$ cat src/shared/cmd_port_pkg.sv
// Purpose: Constants and types for the ASCII command port.
// Assumes: Bytes arrive as 8-bit words with valid only and leave with valid/ready.
// Notes: Character codes and sizes are named once here.
// Functional notes
// - Asterisk anytime restarts parser at the address field.
// - Frame: addr_cmd_param_value then terminator.
// - Address A..Z; only A is answered.
// - Command a..z; only d r u w implemented.
// - Fields are decimal 0..65535, no leading zeros.
// - Negatives travel as unsigned 16-bit values.
// - Frames and responses end with 0x15.
// - Underscore separates all fields.
// - Every received frame character is echoed.
// - Ack: period ok, question unknown, hash fault.
// - Execute after terminator, then send period.
// - Requests append decimal value and terminator.
// - d_1 starts streaming, d_0 stops it.
// - Commands execute at once, control keeps running.
// - Working data immediate, config waits for update.
package cmd_port_pkg;
	localparam logic [7:0] CH_SYNC = 8'h2a;
	localparam logic [7:0] CH_SEP = 8'h5f;
	localparam logic [7:0] CH_END = 8'h15;
	localparam logic [7:0] CH_OK = 8'h2e;
	localparam logic [7:0] CH_UNK = 8'h3f;
	localparam logic [7:0] CH_FAULT = 8'h23;
	localparam logic [7:0] CH_ADDR = 8'h41;
	localparam logic [7:0] CH_ZERO = 8'h30;
	localparam logic [7:0] CMD_DEBUG = 8'h64;
	localparam logic [7:0] CMD_READ = 8'h72;
	localparam logic [7:0] CMD_UPDATE = 8'h75;
	localparam logic [7:0] CMD_WRITE = 8'h77;
	localparam int DIGITS = 5;
	localparam int BUF_DEPTH = 2;
	typedef enum logic [1:0] {ACK_OK, ACK_UNK, ACK_FAULT} ack_type;
endpackage

$ cat src/shared/byte_if.sv
`timescale 1ns/10ps
// Purpose: Byte stream with valid and ready between internal blocks.
// Assumes: Transfer happens when valid and ready are high together.
// Notes: One word moves per clock at most.
interface byte_if;
	logic valid;
	logic ready;
	logic [7:0] data;
	modport source (output valid, output data, input ready);
	modport sink (input valid, input data, output ready);
endinterface

$ cat src/verilog/byte_buffer.sv
`timescale 1ns/10ps
// Purpose: Two-entry byte buffer in the transmit path.
// Assumes: Single clock, asynchronous active-high reset.
// Notes: Full refuses input, so a stalled receiver loses no byte.
module byte_buffer
	import cmd_port_pkg::*;
(
	// Clock and reset
	input wire logic CLOCK,
	input wire logic RESET,
	// Streams
	byte_if.sink in_s,
	byte_if.source out_s
);
	logic [7:0] mem_r [BUF_DEPTH];
	logic wr_ptr_r;
	logic rd_ptr_r;
	logic [1:0] count_r;
	logic push;
	logic pop;

	assign in_s.ready = (count_r != 2'(BUF_DEPTH));
	assign out_s.valid = (count_r != 2'h0);
	assign out_s.data = mem_r[rd_ptr_r];
	assign push = in_s.valid && in_s.ready;
	assign pop = out_s.valid && out_s.ready;

	always_ff @(posedge CLOCK or posedge RESET)
	begin
		if (RESET)
		begin
			wr_ptr_r <= 1'b0;
			rd_ptr_r <= 1'b0;
			count_r <= 2'h0;
		end
		else
		begin
			if (push)
				wr_ptr_r <= ~wr_ptr_r;
			if (pop)
				rd_ptr_r <= ~rd_ptr_r;
			count_r <= count_r + 2'(push) - 2'(pop);
		end
	end

	always_ff @(posedge CLOCK or posedge RESET)
	begin
		if (RESET)
		begin
			mem_r[0] <= 8'h00;
			mem_r[1] <= 8'h00;
		end
		else if (push)
			mem_r[wr_ptr_r] <= in_s.data;
	end

	a_buf_no_overflow: assert property (@(posedge CLOCK) disable iff (RESET)
		count_r <= 2'(BUF_DEPTH))
		else $error("buffer count exceeds depth");
	c_buf_full: cover property (@(posedge CLOCK) disable iff (RESET)
		count_r == 2'(BUF_DEPTH));
endmodule

$ cat src/verilog/cmd_port.sv
`timescale 1ns/10ps
// Purpose: ASCII command interpreter with echo, ack and response.
// Assumes: A UART outside turns line traffic into bytes.
// Notes: Commands reach the application through a one-cycle strobe.
module cmd_port
	import cmd_port_pkg::*;
(
	// Clock and reset
	input wire logic CLOCK,
	input wire logic RESET,
	// Received bytes
	input wire logic RX_VALID,
	input wire logic [7:0] RX_DATA,
	// Transmitted bytes
	output logic TX_VALID,
	output logic [7:0] TX_DATA,
	input wire logic TX_READY,
	// Command to the application
	output logic CMD_STROBE,
	output logic [7:0] CMD_CODE,
	output logic [15:0] CMD_PARAM,
	output logic [15:0] CMD_VALUE,
	input wire logic [15:0] REPLY_VALUE,
	input wire logic CMD_FAULT,
	// Debug stream
	output logic DEBUG_ACTIVE,
	input wire logic DEBUG_VALID,
	input wire logic [15:0] DEBUG_VALUE,
	output logic DEBUG_TAKEN
);
	typedef enum logic [3:0] {
		S_IDLE, S_ADDR, S_SEP1, S_CMD, S_SEP2, S_PARAM, S_VALUE,
		S_EXEC, S_ACK, S_DIGIT, S_TERM, S_SKIP
	} state_type;

	state_type state_r;
	logic [7:0] cmd_r;
	logic [16:0] param_r;
	logic [16:0] value_r;
	logic bad_r;
	logic first_r;
	ack_type ack_r;
	logic [15:0] out_val_r;
	logic [2:0] dig_r;
	logic seen_r;
	logic debug_r;
	logic strobe_r;
	logic [7:0] tx_byte;
	logic tx_push;
	logic rx_take;
	logic echo_now;
	logic in_frame;

	byte_if tx_in();
	byte_if tx_out();

	function automatic logic is_digit(input logic [7:0] c);
		return c >= CH_ZERO && c <= 8'h39;
	endfunction

	// Accumulate a decimal digit; bit 16 flags overflow past 65535.
	function automatic logic [16:0] add_digit(input logic [16:0] acc,
		input logic [7:0] c);
		logic [20:0] t;
		t = 21'(acc[15:0]) * 21'd10 + 21'(c - CH_ZERO);
		return {acc[16] || (t > 21'd65535), t[15:0]};
	endfunction

	// Count of decimal digits in a value, never less than one.
	function automatic logic [2:0] num_digits(input logic [15:0] v);
		logic [2:0] n;
		logic [16:0] p;
		n = 3'h1;
		p = 17'd10;
		for (int i = 0; i < 4; i++)
		begin
			if (17'(v) >= p)
				n = n + 3'h1;
			p = 17'(p * 17'd10);
		end
		return n;
	endfunction

	assign in_frame = state_r inside {S_ADDR, S_SEP1, S_CMD, S_SEP2,
		S_PARAM, S_VALUE, S_SKIP};
	// A byte is only taken when the echo slot is free; the master
	// waits for each echo, so no byte is offered while it is busy.
	assign rx_take = RX_VALID && tx_in.ready;
	assign echo_now = rx_take && (in_frame || RX_DATA == CH_SYNC);

	always_ff @(posedge CLOCK or posedge RESET)
	begin
		if (RESET)
		begin
			state_r <= S_IDLE;
			cmd_r <= 8'h00;
			param_r <= 17'h0;
			value_r <= 17'h0;
			bad_r <= 1'b0;
			first_r <= 1'b0;
			seen_r <= 1'b0;
			ack_r <= ACK_OK;
			out_val_r <= 16'h0;
			dig_r <= 3'h0;
			debug_r <= 1'b0;
			strobe_r <= 1'b0;
		end
		else
		begin
			strobe_r <= 1'b0;
			if (rx_take && RX_DATA == CH_SYNC)
			begin
				state_r <= S_ADDR;
				bad_r <= 1'b0;
			end
			else if (rx_take)
			begin
				unique case (state_r)
				S_ADDR:
				begin
					// Other addresses are ignored until the next sync.
					state_r <= (RX_DATA == CH_ADDR) ? S_SEP1 : S_SKIP;
				end
				S_SEP1, S_SEP2:
				begin
					if (RX_DATA != CH_SEP)
						bad_r <= 1'b1;
					state_r <= (state_r == S_SEP1) ? S_CMD : S_PARAM;
					param_r <= 17'h0;
					value_r <= 17'h0;
					first_r <= 1'b1;
					seen_r <= 1'b0;
				end
				S_CMD:
				begin
					cmd_r <= RX_DATA;
					if (!(RX_DATA inside {CMD_DEBUG, CMD_READ, CMD_UPDATE,
						CMD_WRITE}))
						bad_r <= 1'b1;
					state_r <= S_SEP2;
				end
				S_PARAM, S_VALUE:
				begin
					if (is_digit(RX_DATA))
					begin
						// A leading zero followed by more digits is malformed.
						if (seen_r && !first_r && param_r == 17'h0 &&
							state_r == S_PARAM)
							bad_r <= 1'b1;
						if (state_r == S_PARAM)
							param_r <= add_digit(param_r, RX_DATA);
						else
							value_r <= add_digit(value_r, RX_DATA);
						if (!first_r && ((state_r == S_PARAM) ?
							param_r == 17'h0 : value_r == 17'h0))
							bad_r <= 1'b1;
						first_r <= 1'b0;
						seen_r <= 1'b1;
					end
					else if (RX_DATA == CH_SEP && state_r == S_PARAM)
					begin
						if (first_r)
							bad_r <= 1'b1;
						first_r <= 1'b1;
						state_r <= S_VALUE;
					end
					else if (RX_DATA == CH_END && state_r == S_VALUE)
					begin
						if (first_r)
							bad_r <= 1'b1;
						state_r <= S_EXEC;
					end
					else
						bad_r <= 1'b1;
				end
				S_SKIP:
				begin
					if (RX_DATA == CH_END)
						state_r <= S_IDLE;
				end
				default:
				begin
					state_r <= S_IDLE;
				end
				endcase
			end
			else
			begin
				unique case (state_r)
				S_EXEC:
				begin
					// Execution takes one cycle; control runs on in parallel.
					if (bad_r || param_r[16] || value_r[16])
						ack_r <= ACK_UNK;
					else
					begin
						strobe_r <= 1'b1;
						ack_r <= ACK_OK;
						if (cmd_r == CMD_DEBUG)
							debug_r <= (param_r[15:0] != 16'h0);
					end
					state_r <= S_ACK;
				end
				S_ACK:
				begin
					if (tx_push)
					begin
						state_r <= (ack_r == ACK_OK && cmd_r == CMD_READ) ?
							S_DIGIT : S_IDLE;
						out_val_r <= REPLY_VALUE;
						dig_r <= 3'h0;
					end
					else if (strobe_r && CMD_FAULT)
						ack_r <= ACK_FAULT;
				end
				S_DIGIT:
				begin
					// Stop after the last significant digit of the value.
					if (tx_push &&
						dig_r == num_digits(out_val_r) - 3'h1)
						state_r <= S_TERM;
					if (tx_push)
						dig_r <= dig_r + 3'h1;
				end
				S_TERM:
				begin
					if (tx_push)
						state_r <= S_IDLE;
				end
				default:
				begin
				end
				endcase
				// Debug streaming picks up an idle slot as the value's digits, without leading zeros.
				if (state_r == S_IDLE && debug_r && DEBUG_VALID &&
					!RX_VALID && tx_in.ready)
				begin
					out_val_r <= DEBUG_VALUE;
					dig_r <= 3'h0;
					state_r <= S_DIGIT;
				end
			end
		end
	end

	// Digits of the reply, most significant first, without leading zeros.
	always_comb
	begin
		logic [15:0] v;
		logic [2:0] n;
		logic [15:0] p;
		v = out_val_r;
		n = num_digits(out_val_r);
		p = 16'd1;
		tx_byte = 8'h00;
		unique case (state_r)
		S_ACK:
			tx_byte = (ack_r == ACK_OK) ? CH_OK :
				(ack_r == ACK_UNK) ? CH_UNK : CH_FAULT;
		S_DIGIT:
		begin
			p = 16'd1;
			for (int i = 0; i < 4; i++)
				if (3'(i) < n - dig_r - 3'h1)
					p = 16'(p * 16'd10);
			tx_byte = CH_ZERO + 8'((v / p) % 16'd10);
		end
		S_TERM:
			tx_byte = CH_END;
		default:
			tx_byte = RX_DATA;
		endcase
	end

	assign tx_push = tx_in.ready && !echo_now &&
		state_r inside {S_ACK, S_DIGIT, S_TERM} &&
		!(state_r == S_ACK && strobe_r);
	assign tx_in.valid = echo_now || tx_push;
	assign tx_in.data = echo_now ? RX_DATA : tx_byte;

	byte_buffer u_buf (
		.CLOCK(CLOCK),
		.RESET(RESET),
		.in_s(tx_in),
		.out_s(tx_out)
	);

	assign TX_VALID = tx_out.valid;
	assign TX_DATA = tx_out.data;
	assign tx_out.ready = TX_READY;
	assign CMD_STROBE = strobe_r;
	assign CMD_CODE = cmd_r;
	assign CMD_PARAM = param_r[15:0];
	assign CMD_VALUE = value_r[15:0];
	assign DEBUG_ACTIVE = debug_r;
	assign DEBUG_TAKEN = state_r == S_IDLE && debug_r && DEBUG_VALID &&
		!RX_VALID && tx_in.ready;

	a_sync_resets: assert property (@(posedge CLOCK) disable iff (RESET)
		rx_take && RX_DATA == CH_SYNC |=> state_r == S_ADDR)
		else $error("sync did not restart parser");
	a_idle_no_echo: assert property (@(posedge CLOCK) disable iff (RESET)
		state_r == S_IDLE && RX_DATA != CH_SYNC |-> !echo_now)
		else $error("idle byte was echoed");
	a_echo_data: assert property (@(posedge CLOCK) disable iff (RESET)
		echo_now |-> tx_in.valid && tx_in.data == RX_DATA)
		else $error("echo byte wrong");
	a_ack_after_exec: assert property (@(posedge CLOCK) disable iff (RESET)
		state_r == S_EXEC && !rx_take |=> state_r == S_ACK)
		else $error("no ack after terminator");
	a_strobe_valid: assert property (@(posedge CLOCK) disable iff (RESET)
		CMD_STROBE |-> !$past(bad_r))
		else $error("bad frame executed");
	a_term_closes: assert property (@(posedge CLOCK) disable iff (RESET)
		state_r == S_TERM && tx_push |-> tx_in.data == CH_END)
		else $error("reply terminator wrong");
	a_debug_on: assert property (@(posedge CLOCK) disable iff (RESET)
		CMD_STROBE && cmd_r == CMD_DEBUG |-> DEBUG_ACTIVE ==
		(CMD_PARAM != 16'h0))
		else $error("debug mode not set");
	a_wrong_addr: assert property (@(posedge CLOCK) disable iff (RESET)
		state_r == S_ADDR && rx_take && RX_DATA != CH_ADDR &&
		RX_DATA != CH_SYNC |=> state_r == S_SKIP)
		else $error("foreign address accepted");
	c_read_done: cover property (@(posedge CLOCK) disable iff (RESET)
		state_r == S_TERM && tx_push);
	c_write_ok: cover property (@(posedge CLOCK) disable iff (RESET)
		CMD_STROBE && CMD_CODE == CMD_WRITE);
	c_unknown: cover property (@(posedge CLOCK) disable iff (RESET)
		state_r == S_ACK && ack_r == ACK_UNK);
	c_debug: cover property (@(posedge CLOCK) disable iff (RESET)
		DEBUG_TAKEN);
endmodule

$ cat config.mk
export PLATFORM = sky130hd
export DESIGN_NAME = cmd_port
export DESIGN_NICKNAME = d
export VERILOG_FILES = /design/src/shared/cmd_port_pkg.sv /design/src/shared/byte_if.sv /design/src/verilog/byte_buffer.sv /design/src/verilog/cmd_port.sv
export SDC_FILE = /design/constraint.sdc
export NUM_CORES = 1
export LEC_CHECK = 0
export ABC_AREA = 1
export BUFFER_PORTS_ARGS = -buffer_cell sky130_fd_sc_hd__clkbuf_2
export CAP_MARGIN = 5
export CORE_MARGIN = 2
export CORE_UTILIZATION = 58
export CTS_CLUSTER_DIAMETER = 30
export CTS_CLUSTER_SIZE = 40
export DETAILED_ROUTE_END_ITERATION = 8
export PLACE_DENSITY = 0.8
export RECOVER_POWER = 50
export REMOVE_ABC_BUFFERS = 1
export SLEW_MARGIN = 20
export SYNTH_ARGS = -nofsm -noshare
export SYNTH_HDL_FRONTEND = slang
export SYNTH_HIERARCHICAL = 1
export SYNTH_SLANG_ARGS = --single-unit
export TNS_END_PERCENT = 1
$ cat constraint.sdc
create_clock -name CLOCK -period 36.7 [get_ports CLOCK]
set_input_delay 1.835 -clock CLOCK [delete_from_list [all_inputs] [get_ports CLOCK]]
set_output_delay 1.835 -clock CLOCK [all_outputs]
set_load 0.005 [all_outputs]
* After elaboration in Yosys (flattened, before gate mapping)
Cells that the tools add are included.
** Cells by class
- Div/mod/pow operators :: 2
- Bitwise operators :: 7
- Muxes and demuxes :: 90
- Order comparisons :: 15
- Reductions and logical operators :: 64
- Add/sub/neg operators :: 16
- Multipliers :: 5
- Equality and inequality tests :: 42
** Operators by type and width (count)
- $mux W16 :: 10
- $mux W17 :: 4
- $pmux W17 S2 :: 2
- $mux W3 :: 22
- $eq A8 B7 Y1 const B :: 8
- $mux W4 :: 13
- $mul A16 B3 Y15 const B :: 3
- $add A20 B21 Y21 :: 2
- $gt A21 B16 Y1 const B :: 2
- $mux W8 :: 5
- $mul A16 B3 Y19 const B :: 2
- $logic_not A17 Y1 :: 2
- $reduce_and A5 Y1 :: 6
- $ne A5 B5 Y1 const B :: 5
- $logic_and A1 B1 Y1 :: 24
- $pmux W8 S3 :: 1
- $add A3 B1 Y3 const B :: 7
- $pmux W4 S5 :: 1
- $mux W1 :: 19
- $bwmux W16 :: 1
- $div A16 B16 Y16 :: 1
- $eq A4 B3 Y1 const B :: 4
- $eq A4 B4 Y1 const B :: 4
- $ge A16 B10 Y1 const B :: 1
- other kinds (50) :: 92
** Storage, ports and cells
- Flip-flop bits (word level) :: 92
- Logic and storage cells :: 258
- Output and inout bits :: 52
- Bits of input ports :: 46

* Longest topological paths before layout
Gate-level depths: netlist of run 1.
- Word-level depth :: 28
- Depth in mapped cells :: 269
- Gate-level depth less buffers :: 253

* By module
The synthesis of run 1 kept the hierarchy.
** By module, submodules not included
- cmd_port :: instances 1, sequential area each 1776.7 sq um, cells each 2104, area each 14077.3 sq um
- byte_buffer :: instances 1, sequential area each 500.5 sq um, cells each 127, area each 1008.5 sq um

* Worst setup path before layout of run 1
Ideal clock, no wire load.
- Kind :: reg-to-reg
- Start point :: register out_val_r[11]
- End point :: register u_buf/mem_r[8] in the netlist's numbering
- Buffers on the path :: 17
- Arrival time :: 34936 ps
- Path slack :: 1646 ps
- Stages on the path, launching flop included :: 258
- Data required time :: 36582 ps
- Clock period less this slack :: 35054 ps
- Library setup time :: 118 ps
- Cell sequence :: dfrtp_1 -> or2_1 -> or4_1 -> nor3_1 -> fa_1 -> xor2_1 -> ha_1 -> inv_1 -> fa_1 -> nand3_4 -> inv_2 -> nand2_1 -> ha_1 -> o21ai_0 -> inv_1 -> nor2_1 -> inv_1 -> nand2_1 -> [222 not listed] -> ha_1 -> a21boi_0 -> o21a_1 -> o21ai_0 -> nand2_1 -> a21oi_1 -> o21bai_1 -> a21o_1 -> a21oi_1 -> o221ai_1 -> nand3_1 -> nand2_1 -> a21oi_1 -> o211ai_1 -> nand2_1 -> a22oi_1 -> nand4_1 -> nand2_1
** Between the ends
- Word-level cells in the longest chain between the ends :: 28
- Elaborated cells between the ends (all ways) :: 34
- Those cells by class :: 6 x add/sub; 3 x mul; 2 x div; 8 x order compare; 15 x mux
** RTL lines
- start, declared :: RTL line cmd_port.sv:43 : logic [15:0] out_val_r;
- start signal, assigned :: RTL line cmd_port.sv:103 : out_val_r <= 16'h0;
- start signal, assigned :: RTL line cmd_port.sv:210 : out_val_r <= REPLY_VALUE;
- start signal, assigned :: RTL line cmd_port.sv:238 : out_val_r <= DEBUG_VALUE;
- $ge A16 B4 Y1 :: RTL line cmd_port.sv:77 : if (17'(v) >= p)
- $mux W2 :: RTL line cmd_port.sv:77
- $add A3 B1 Y3 :: RTL line cmd_port.sv:78 : n = n + 3'h1;
- $mux W3 :: RTL line cmd_port.sv:77
- $add A3 B1 Y3 :: RTL line cmd_port.sv:78
- $mux W3 :: RTL line cmd_port.sv:77
- $add A3 B1 Y3 :: RTL line cmd_port.sv:78
- $mux W3 :: RTL line cmd_port.sv:77
- [13 not listed]
- $mux W16 :: RTL line cmd_port.sv:256 : unique case (state_r)
- $div A16 B16 Y16 * :: RTL line cmd_port.sv:266 : tx_byte = CH_ZERO + 8'((v / p) % 16'd10);
- $mod A16 B4 Y16 * :: RTL line cmd_port.sv:266
- $add A6 B8 Y8 * :: RTL line cmd_port.sv:266
- $pmux W8 S3 * :: RTL line cmd_port.sv:256
- $mux W8 * :: RTL line cmd_port.sv:279 : assign tx_in.data = echo_now ? RX_DATA : tx_byte;
- net tx_in.data[0] :: RTL line byte_if.sv:8 : logic [7:0] data;
- $bwmux W16 * :: RTL line byte_buffer.sv:54 : mem_r[wr_ptr_r] <= in_s.data;
- end signal, assigned by index :: RTL line byte_buffer.sv:54
- end, declared :: RTL line byte_buffer.sv:15 : logic [7:0] mem_r [BUF_DEPTH];
The timed path passes the listed nets; every way through them passes the cells marked *. The select of a mux whose other input is x is not followed.
A chain may end at the register's enable or synchronous reset.

* Worst setup path after layout of run 1
- Start point :: register out_val_r[10]
- End point :: register u_buf/mem_r[0] in the netlist's numbering
The elaborated chain is that of the path after synthesis.

==> results of run 1 <==
==> through the flow <==
stage / hold slack [ps] / setup TNS (ps) / instances / utilization [%]
final: 474 / 0 / 2649 / 63.9
after global routing: 499 / -718 / 2648 / 63.9
after CTS: 477 / 0 / 2609 / 62.0
after detailed placement: 459 / -2960 / 2593 / 60.6
after global placement: 456 / 0 / 2593 / 60.6
after floorplan: 442 / 0 / 2149 / -
==> final cells by class <==
cell class / count / area share [%]
antenna: 1 / 0.0152
clock inverter: 5 / 0.509
sequential: 91 / 13.8
timing repair inverter: 3 / 0.0912
multi-input combinational: 1767 / 69.4
inverter: 292 / 6.96
timing repair buffer: 144 / 5.18
clock buffer: 11 / 1.47
tap: 335 / 2.55
==> synthesized netlist by cell type, drive strengths merged, types with 42 or more instances <==
cell    number  area share, %
xor2        60            3.5
buf         44            2.2
xnor2       66            3.8
nand2      503             14
o21ai      198            6.6
ha         250             21
clkbuf      42            1.0
inv        287            7.2
nor2       188            4.8
dfrtp       91             15
nand3      130            4.8
a21oi      112            3.8
==> cells by family (layout without fill, tap and decap cells) <==
group                      Yosys count  count (layout)  synth area share (%)
other                                2               7                0.0498
adders and majority gates          256             256                  21.5
muxes                                1               1                0.0746
and+or+nand+nor                    916             917                  27.3
xor gates and xnor gates           126             126                  7.32
buffers and inverters              378             455                  10.6
DFF                                 91              91                  15.1
AOI/OAI and AO/OA                  461             461                  18.0
==> per-layer routing <==
metal  share of wire (%)  routed length [µm]
met5                   0                   0
met4                 2.8                1130
met3                 5.7                2320
met2                  48               19400
met1                  43               17600
==> registers in the layout, indices dropped and copies added, names as in the netlist, 2 cells and up <==
| register | cells |
|---|---|
| value_r | 17 |
| param_r | 17 |
| state_r | 4 |
| u_buf/count_r | 2 |
| u_buf/mem_r | 16 |
| dig_r | 3 |
| ack_r | 2 |
| out_val_r | 16 |
| CMD_CODE | 8 |
==> how the worst max path moves through the flow <==
stage	start	end	slack, ps	cells after the start
detailed placement	out_val_r[10]$_DFFE_PP0P_	u_buf/mem_r[0]$_DFFE_PP0P_	-1210	245
global route	out_val_r[11]$_DFFE_PP0P_	u_buf/mem_r[0]$_DFFE_PP0P_	-370	249
CTS	out_val_r[10]$_DFFE_PP0P_	u_buf/mem_r[0]$_DFFE_PP0P_	50	245
floorplan	out_val_r[11]$_DFFE_PP0P_	u_buf/mem_r[0]$_DFFE_PP0P_	1970	238
finish	out_val_r[10]$_DFFE_PP0P_	u_buf/mem_r[0]$_DFFE_PP0P_	2750	249
global placement	out_val_r[11]$_DFFE_PP0P_	u_buf/mem_r[0]$_DFFE_PP0P_	570	241
==> worst register-to-register path: cells and delay by family, from the launching register on <==
| kind | cells | cell delay (ps) |
|---|---|---|
| AOI/OAI and AO/OA | 104 | 15020 |
| and+or+nand+nor | 84 | 8900 |
| adders and majority gates | 18 | 5690 |
| buffers and inverters | 42 | 3510 |
| DFF | 1 | 450 |
| xor gates and xnor gates | 1 | 190 |
==> repair_timing <==
action | CTS | global route
endpoints found under the setup margin | 8 | 14
setup buffers | 0 | 33
pin swaps | 0 | 17
gates cloned | 0 | 6
resized for setup | 7 | 72
==> flow_summary_export.csv, run 1 <==
group,metric,value,unit
run_status,run_status,"complete, but fails checks",
run_status,violations,"max-capacitance violations, max-slew violations",
global_route,grtUsageMet1,36.7,%
route,wire_per_inst,15.2,µm
setup_path,cp-start-kind,"flop",
floorplan,core_area,25800,µm²
sta,finalSetupViolCount,0,
yosys,synth_seq_cells,91,
setup_path,crit_family,"compound AO/OA/AOI/OAI gates",
hold_path,hp-class,"flop to flop",
setup_path,cp_num_buf_inv,42,
cells_and_area,areaGrowthSynthToFinish,9.10,%
yosys,ys_types,66,
clocking,htree_levels,3,
setup_path,critPathCaptureType,"flop",
setup_path,crit_required,36930,ps
place,place_area,15600,µm²
yosys,synth_ff_type,"dfrtp_1",
sta,fin_ws,2750,ps
place,portBuffers,97,
clocking,cts_buffer_depth,2,
place,hpwl,31000,µm
global_route,use_met3,4.25,%
hold_path,hold_depth,2,
clocking,cts_hold_buffers,0,
floorplan,die_h,165,µm
place,gp_congestion,0.965,
sta,fin_crit_sh,92.5,%
global_route,busiest_layer,"met2",
cells_and_area,layout_commonest_cell,"nand2_1",
sta,relSlewSlack,-173,%
sta,maxClockFrequency,29.5,MHz
clocking,clk_latency,350,ps
sta,tightest_slew,4100,ps
clocking,clkSinkCount,91,
cells_and_area,multi_input_area,11400,µm²
sta,slew_viol_final,72,
setup_path,cp_data_arrival_time,34180,ps
route,drc,0,
sta,min_period,33950,ps
clocking,cts.clk_slew.worst_paths,70,ps
sta,final.setup_skew,12.4,ps
yosys,synth.avg_cell_area,6.76,µm²
route,ant_nets,0,
floorplan,die_w,165,µm
floorplan,die-area,27300,µm²
floorplan,fp-row-count,59,
setup_path,crit_path_frequent_cell,"nand2_1",
clocking,root_buffer,"clkbuf_16",
clocking,numCtsBuffers,9,
setup_path,worstPathMaxFanout,26,
yosys,syn_inst,2231,
cells_and_area,final_area,16500,µm²
yosys,yosysWarnings,6,
route,drt-total-wl,40400,µm
hold_path,worstHoldEndpoint,"u_buf/mem_r[11]$_DFFE_PP0P_",
yosys,mappedNetlistArea,15100,µm²
setup_path,rr_worst_depth,249,
yosys,synth_edf_count,0,
cells_and_area,final_net_count,2610,
setup_path,r2r-start,"out_val_r[10]$_DFFE_PP0P_",
sta,hold_viol,0,
cells_and_area,fillers,2235,
setup_path,rrSetupSlack,2750,ps
cells_and_area,final_cell_mix,"448 x nand2_1, 260 x inv_1, 250 x ha_1",
hold_path,min-delay-start,"u_buf/mem_r[11]$_DFFE_PP0P_",
cells_and_area,drive_above_1_share,13.4,%
global_route,antenna_found_initial,1,
global_route,gr-total-overflow,0,
setup_path,crit_type,"flop to flop",
yosys,seq_area_frac_synth,15.1,%
route,viasPerCell,5.74,
setup_path,cp_slowest_cell,"fa_1",
place,dp_slack,-1210,ps
clocking,tritoncts,"done",
cells_and_area,seq_area,2280,µm²
global_route,grt.total_usage,28.5,%
route,vias,15200,
floorplan,io-pin-count,98,
setup_path,r2r-end,"u_buf/mem_r[0]$_DFFE_PP0P_",
global_route,grt_pass1_wl,64100,µm
setup_path,max_stage_delay,540,ps
route,drt-initial-drc-count,1053,
global_route,grt_max_degree,72,
floorplan,initial_core_util,58.6,%
global_route,grt_pass1_vias,13800,
yosys,synthArstFlopShare,100,%
route,drtPass1Iterations,5,
job,maxCapViolations,1,
global_route,grtUsageMet2,48.8,%
Power of run 1 is not shown: default switching activity piles up to over one toggle a cycle in this logic, so the estimate is an artifact.
==> run 2: changes to the inputs <==
CAP_MARGIN = default   (was 5)
PLACE_DENSITY = default   (was 0.8)
PLACE_DENSITY_LB_ADDON = 0.12   (was default)
==> run 2 against run 1 <==
- the flow still finishes with violations (max-capacitance violations, max-slew violations)
- clock skew decreased by 0.95 ps
- non-clock buffer count decreased by 14
- setup slack better by 250 ps
- die area stayed put
- via count down 2.8%
- global-route usage increased by 0.35 points
- critical path depth down 2
==> flow_summary_export.csv, run 2 (same netlist as run 1, synthesis figures left out) <==
group,metric,value,unit
floorplan,io-pin-count,98,
cells_and_area,fillers,2381,
sta,holdWs,474,ps
sta,maxClockFrequency,29.7,MHz
sta,final.setup_skew,11.4,ps
setup_path,startpoint,"out_val_r[11]$_DFFE_PP0P_",
run_status,violations,"max-capacitance violations, max-slew violations",
setup_path,cp_num_buf_inv,40,
route,drt-total-wl,39600,µm
setup_path,critPathCaptureType,"flop",
setup_path,cp-start-kind,"flop",
job,maxCapViolations,1,
route,wire_per_inst,15.0,µm
setup_path,cp_slowest_cell,"fa_1",
sta,tightest_slew,3950,ps
cells_and_area,drive_above_1_share,12.4,%
hold_path,min-delay-start,"u_buf/mem_r[3]$_DFFE_PP0P_",
sta,slew_viol_final,72,
setup_path,r2r-start,"out_val_r[11]$_DFFE_PP0P_",
cells_and_area,stdcell_count,2635,
clocking,clkSinkCount,91,
sta,finalSetupViolCount,0,
floorplan,die_h,165,µm
route,viasPerCell,5.61,
cells_and_area,post-route-util,63.2,%
clocking,cts_buffer_depth,2,
clocking,cts_hold_buffers,0,
floorplan,initial_core_util,58.6,%
cells_and_area,multi_input_area,11400,µm²
sta,min_period,33700,ps
cells_and_area,final_net_count,2596,
setup_path,crit_family,"compound AO/OA/AOI/OAI gates",
global_route,antenna_found_initial,0,
global_route,gr-total-overflow,0,
setup_path,crit_path_frequent_cell,"nand2_1",
cells_and_area,top_regs,"param_r: 17 flops, value_r: 17 flops",
global_route,grt.total_usage,28.9,%
clocking,root_buffer,"clkbuf_16",
route,drt-initial-drc-count,823,
setup_path,max_stage_delay,540,ps
global_route,grt_pass1_vias,13700,
route,met1_length,17600,µm
route,drtPass1Iterations,7,
route,wl_met2,19600,µm
floorplan,fp-row-count,59,
clocking,clk_latency,360,ps
setup_path,cp_data_arrival_time,33950,ps
sta,relSlewSlack,-163,%
place,portBuffers,97,
place,dp_slack,-861,ps
run_status,run_status,"complete, but fails checks",
route,dr_wl_met3,1540,µm
route,ant_nets,0,
floorplan,die_w,165,µm
setup_path,worstPathMaxFanout,26,
floorplan,core_area,25800,µm²
place,gp_congestion,0.944,
clocking,numCtsBuffers,9,
hold_path,worstHoldEndpoint,"u_buf/mem_r[3]$_DFFE_PP0P_",
cells_and_area,layout_commonest_cell,"nand2_1",
cells_and_area,final_cell_mix,"449 x nand2_1, 260 x inv_1, 250 x ha_1",
hold_path,hold_depth,2,
place,hpwl,31200,µm
setup_path,rr_worst_depth,247,
setup_path,rrSetupSlack,3000,ps
clocking,tritoncts,"done",
cells_and_area,seq_area,2280,µm²
setup_path,crit_type,"flop to flop",
sta,fin_ws,3000,ps
route,top_layer_used,"met4",
global_route,grt_max_degree,72,
floorplan,die-area,27300,µm²
place,place_inst,2593,
global_route,grt_pass1_wl,63900,µm
sta,fin_crit_sh,91.8,%
setup_path,crit_required,36950,ps
clocking,htree_levels,3,
route,vias,14800,
hold_path,hp-class,"flop to flop",
cells_and_area,areaGrowthSynthToFinish,7.90,%
setup_path,r2r-end,"u_buf/mem_r[0]$_DFFE_PP0P_",
clocking,cts.clk_slew.worst_paths,70,ps
sta,hold_viol,0,
route,drc,0,
==> run 2: changes by cell type in the layout (fill, tap and decap cells not counted), moves of 3 or more <==
cell and delta:
buf_4 -12, o21ai_1 +3, clkbuf_1 +5, clkbuf_2 -4, o21bai_2 -3, o21bai_1 +3, inv_6 +3
==> run 2: metrics by stage <==
stage,TNS (ps),area [µm²]
floorplan,0,14600
global placement,0,15600
detailed placement,-1720,15600
CTS,0,15900
global route,-531,16300
finish,0,16300
==> run 2: cell type report <==
cell class	instances	share of cell area, %
Sequential cell	91	14.0
Multi-Input combinational cell	1767	70.0
Inverter	292	7.08
Antenna cell	1	0.0154
Clock inverter	5	0.369
Timing Repair inverter	3	0.0922
Timing Repair Buffer	130	4.39
Tap cell	335	2.57
Clock buffer	11	1.49
==> run 2: layer usage <==
metal | vias to the layer above | GRT usage [%]
met5 | - | 0
met4 | 0 | 8.74
met3 | 61 | 3.55
met2 | 317 | 52.0
met1 | 6834 | 35.9
li1 | 7577 | -
==> run 2: how the worst max path moves through the flow <==
stage / end / slack (ps) / cells after the start
finish: u_buf/mem_r[0]$_DFFE_PP0P_ / 3000 / 247
detailed placement: u_buf/mem_r[0]$_DFFE_PP0P_ / -860 / 243
CTS: u_buf/mem_r[0]$_DFFE_PP0P_ / 3 / 244
floorplan: u_buf/mem_r[0]$_DFFE_PP0P_ / 1970 / 238
global placement: u_buf/mem_r[0]$_DFFE_PP0P_ / 620 / 243
global route: u_buf/mem_r[8]$_DFFE_PP0P_ / -280 / 248
==> run 2: repair_timing <==
| action | 4_1_cts | 5_1_grt |
|---|---|---|
| resized for setup | 4 | 68 |
| pin swaps | 0 | 16 |
| setup buffers | 0 | 20 |
| setup endpoints to repair | 2 | 14 |
| gates cloned | 0 | 5 |
==> run 2: worst register-to-register path: cells and delay by family (launching register included) <==
| kind | cells | cell delay [ps] |
|---|---|---|
| AOI/OAI and AO/OA | 103 | 15270 |
| adders and majority gates | 18 | 5770 |
| and+or+nand+nor | 85 | 8540 |
| buffers and inverters | 40 | 3420 |
| DFF | 1 | 430 |
| xor gates and xnor gates | 1 | 190 |
Power of run 2 is left out for the same reason.
==> run 3: changes to the inputs <==
ABC_AREA = default   (was 1)
CTS_BUF_LIST = sky130_fd_sc_hd__clkbuf_8 sky130_fd_sc_hd__clkbuf_16   (was default)
HOLD_SLACK_MARGIN = 0.02   (was default)
==> run 3 against run 2 <==
- highest routed layer unchanged
- non-clock buffer count grew 8
- via count about the same
- largest cell class unchanged
- the flow finishes with violations (design-rule violations, max-capacitance violations, max-slew violations)
- critical endpoint is now u_buf/mem_r[8]$_DFFE_PP0P_
- critical path type unchanged
- global-route usage rose by 1.2 points
- cell count shrank 12%
==> flow_summary_export.csv, run 3 <==
group,metric,value,unit
run_status,run_status,"complete, but fails checks",
run_status,violations,"design-rule violations, max-capacitance violations, max-slew violations",
floorplan,die-area,28000,µm²
hold_path,min-delay-start,"u_buf/mem_r[5]$_DFFE_PP0P_",
yosys,synth_area_leaders,"ha_1 20%, dfrtp_1 15%, mux2_2 5.5%",
floorplan,core_area,26100,µm²
global_route,antenna_found_initial,0,
cells_and_area,final_net_count,2274,
cells_and_area,final_cell_mix,"250 x ha_1, 141 x nand2_1, 130 x nor2_1",
setup_path,worstPathMaxFanout,23,
floorplan,fp-row-count,59,
place,place_inst,2280,
hold_path,hp-class,"flop to flop",
global_route,grt_pass1_wl,69200,µm
route,drc,2,
setup_path,rr_worst_depth,174,
cells_and_area,post-route-util,63.6,%
route,wire_per_inst,18.6,µm
global_route,gr-total-overflow,0,
sta,hold_viol,0,
job,maxCapViolations,1,
sta,tightest_slew,2370,ps
setup_path,cp-start-kind,"flop",
setup_path,r2r-end,"u_buf/mem_r[8]$_DFFE_PP0P_",
yosys,synthDominantCellAreaShare,20.2,%
yosys,synth.avg_cell_area,8.04,µm²
clocking,numCtsBuffers,9,
setup_path,crit_path_frequent_cell,"o21a_1",
place,portBuffers,97,
floorplan,die_h,167,µm
sta,fin_crit_sh,93.3,%
yosys,ys_types,105,
sta,maxClockFrequency,29.2,MHz
global_route,grt_pass1_vias,14000,
yosys,synthArstFlopShare,100,%
setup_path,cp_slowest_cell,"fa_2",
cells_and_area,fillers,2306,
place,hpwl,33700,µm
clocking,clk_latency,350,ps
cells_and_area,top_regs,"param_r: 17 flops, value_r: 17 flops",
setup_path,cp_data_arrival_time,34480,ps
clocking,root_buffer,"clkbuf_16",
clocking,tritoncts,"done",
clocking,cts_buffer_depth,2,
yosys,syn_inst,1924,
setup_path,crit_required,36930,ps
sta,min_period,34240,ps
yosys,synth_ff_type,"dfrtp_1",
setup_path,rrSetupSlack,2460,ps
yosys,synth_seq_cells,91,
cells_and_area,final_area,16600,µm²
clocking,cts.clk_slew.worst_paths,70,ps
cells_and_area,layout_commonest_cell,"ha_1",
floorplan,io-pin-count,98,
route,viasPerCell,6.40,
sta,final.setup_skew,8.73,ps
cells_and_area,antenna_cells,0,
yosys,synth_top_area_cell,"ha_1",
global_route,grt_max_degree,43,
route,drtPass1Iterations,8,
setup_path,max_stage_delay,490,ps
cells_and_area,drive_above_1_share,15.5,%
setup_path,r2r-start,"out_val_r[12]$_DFFE_PP0P_",
route,ant_nets,0,
yosys,yosysMostFrequentCell,"ha_1",
floorplan,initial_core_util,59.2,%
route,drt-total-wl,43000,µm
hold_path,worstHoldEndpoint,"u_buf/mem_r[5]$_DFFE_PP0P_",
route,vias,14800,
yosys,synthTopCellsByCount,"250 x ha_1, 141 x nand2_1, 134 x nor2_1",
route,drt-initial-drc-count,1032,
yosys,seq_area_frac_synth,14.7,%
clocking,clkSinkCount,91,
sta,relSlewSlack,-57.8,%
cells_and_area,areaGrowthSynthToFinish,7.48,%
sta,finalSetupViolCount,0,
cells_and_area,stdcell_count,2312,
global_route,grt.total_usage,30.0,%
yosys,yosysWarnings,6,
clocking,cts_hold_buffers,0,
setup_path,critPathCaptureType,"flop",
floorplan,die_w,167,µm
place,place_area,16000,µm²
sta,slew_viol_final,43,
hold_path,hold_depth,1,
yosys,mappedNetlistArea,15500,µm²
place,gp_congestion,1.02,
clocking,htree_levels,3,
yosys,synth_edf_count,0,
setup_path,crit_type,"flop to flop",
[run 3: changes by cell type in the layout (fill, tap and decap cells not counted), moves of 41 or more]
cell and change:
nor2_1 -44, nor3_1 +66, o21ai_0 -86, inv_1 -169
mux2_2 +74, o21a_1 +70, nand2_1 -308, nand2_2 -41
nand3_1 -81
[run 3: final cells by class]
cell class              count  area (µm²)  area share [%]
well taps                 335         419            2.52
flip-flops and latches     91        2280            13.7
multi-input cells        1638       12500            75.2
repair buffers            138         782            4.70
inverters                  94         359            2.16
clock inverters             6        38.8           0.233
clock buffers              10         239            1.44
[run 3: cells by family (layout without fill, tap and decap cells)]
kind of cell / count (synthesis) / after routing / synth area share, %
flops: 91 / 91 / 14.7
fa+ha+maj: 261 / 261 / 21.3
mux: 96 / 96 / 6.82
other cells: 2 / 6 / 0.0485
xor+xnor: 102 / 102 / 5.77
simple gates: 577 / 577 / 18.8
buf+inv: 200 / 248 / 5.97
compound gates: 595 / 596 / 26.6
[run 3: how the worst max path moves through the flow]
stage | start | endpoint | slack, ps
2_1_floorplan | out_val_r[15]$_DFFE_PP0P_ | u_buf/mem_r[8]$_DFFE_PP0P_ | -420
3_3_place_gp | out_val_r[12]$_DFFE_PP0P_ | u_buf/mem_r[8]$_DFFE_PP0P_ | 650
3_5_place_dp | out_val_r[12]$_DFFE_PP0P_ | u_buf/mem_r[8]$_DFFE_PP0P_ | -420
4_1_cts | out_val_r[12]$_DFFE_PP0P_ | u_buf/mem_r[8]$_DFFE_PP0P_ | 4
5_1_grt | out_val_r[2]$_DFFE_PP0P_ | u_buf/mem_r[8]$_DFFE_PP0P_ | -30
6_report | out_val_r[12]$_DFFE_PP0P_ | u_buf/mem_r[8]$_DFFE_PP0P_ | 2460
[run 3: through the flow]
stage | setup slack (ps) | TNS (ps) | hold WS, ps
after detailed placement | -420 | -827 | 491
after global placement | 648 | 0 | 485
after floorplan | -424 | -845 | 472
final | 2460 | 0 | 510
after CTS | 3.55 | 0 | 507
after global routing | -28.8 | -45.0 | 526
[run 3: critical path: cells and delay by family, from the launching register on]
family | cells | cell delay (ps)
mux | 5 | 1650
compound gates | 97 | 18280
xor+xnor | 1 | 240
simple gates | 44 | 6720
buf+inv | 9 | 1200
fa+ha+maj | 18 | 5510
flops | 1 | 480
[run 3: layer usage]
metal	global-route usage, %	share of wire, %	vias to the layer above
met3	2.36	4.6	126
met4	13.1	4.1	0
met5	0	0	-
met2	52.3	48	443
met1	38.3	44	6996
li1	-	-	7232
[run 3: repair_timing]
action                                  in CTS  in global routing
pin swaps                                    1                  8
resized for setup                            3                 54
cloned                                       0                  1
setup buffers                                3                 12
endpoints found under the setup margin       2                 14
Power of run 3 is left out for the same reason.
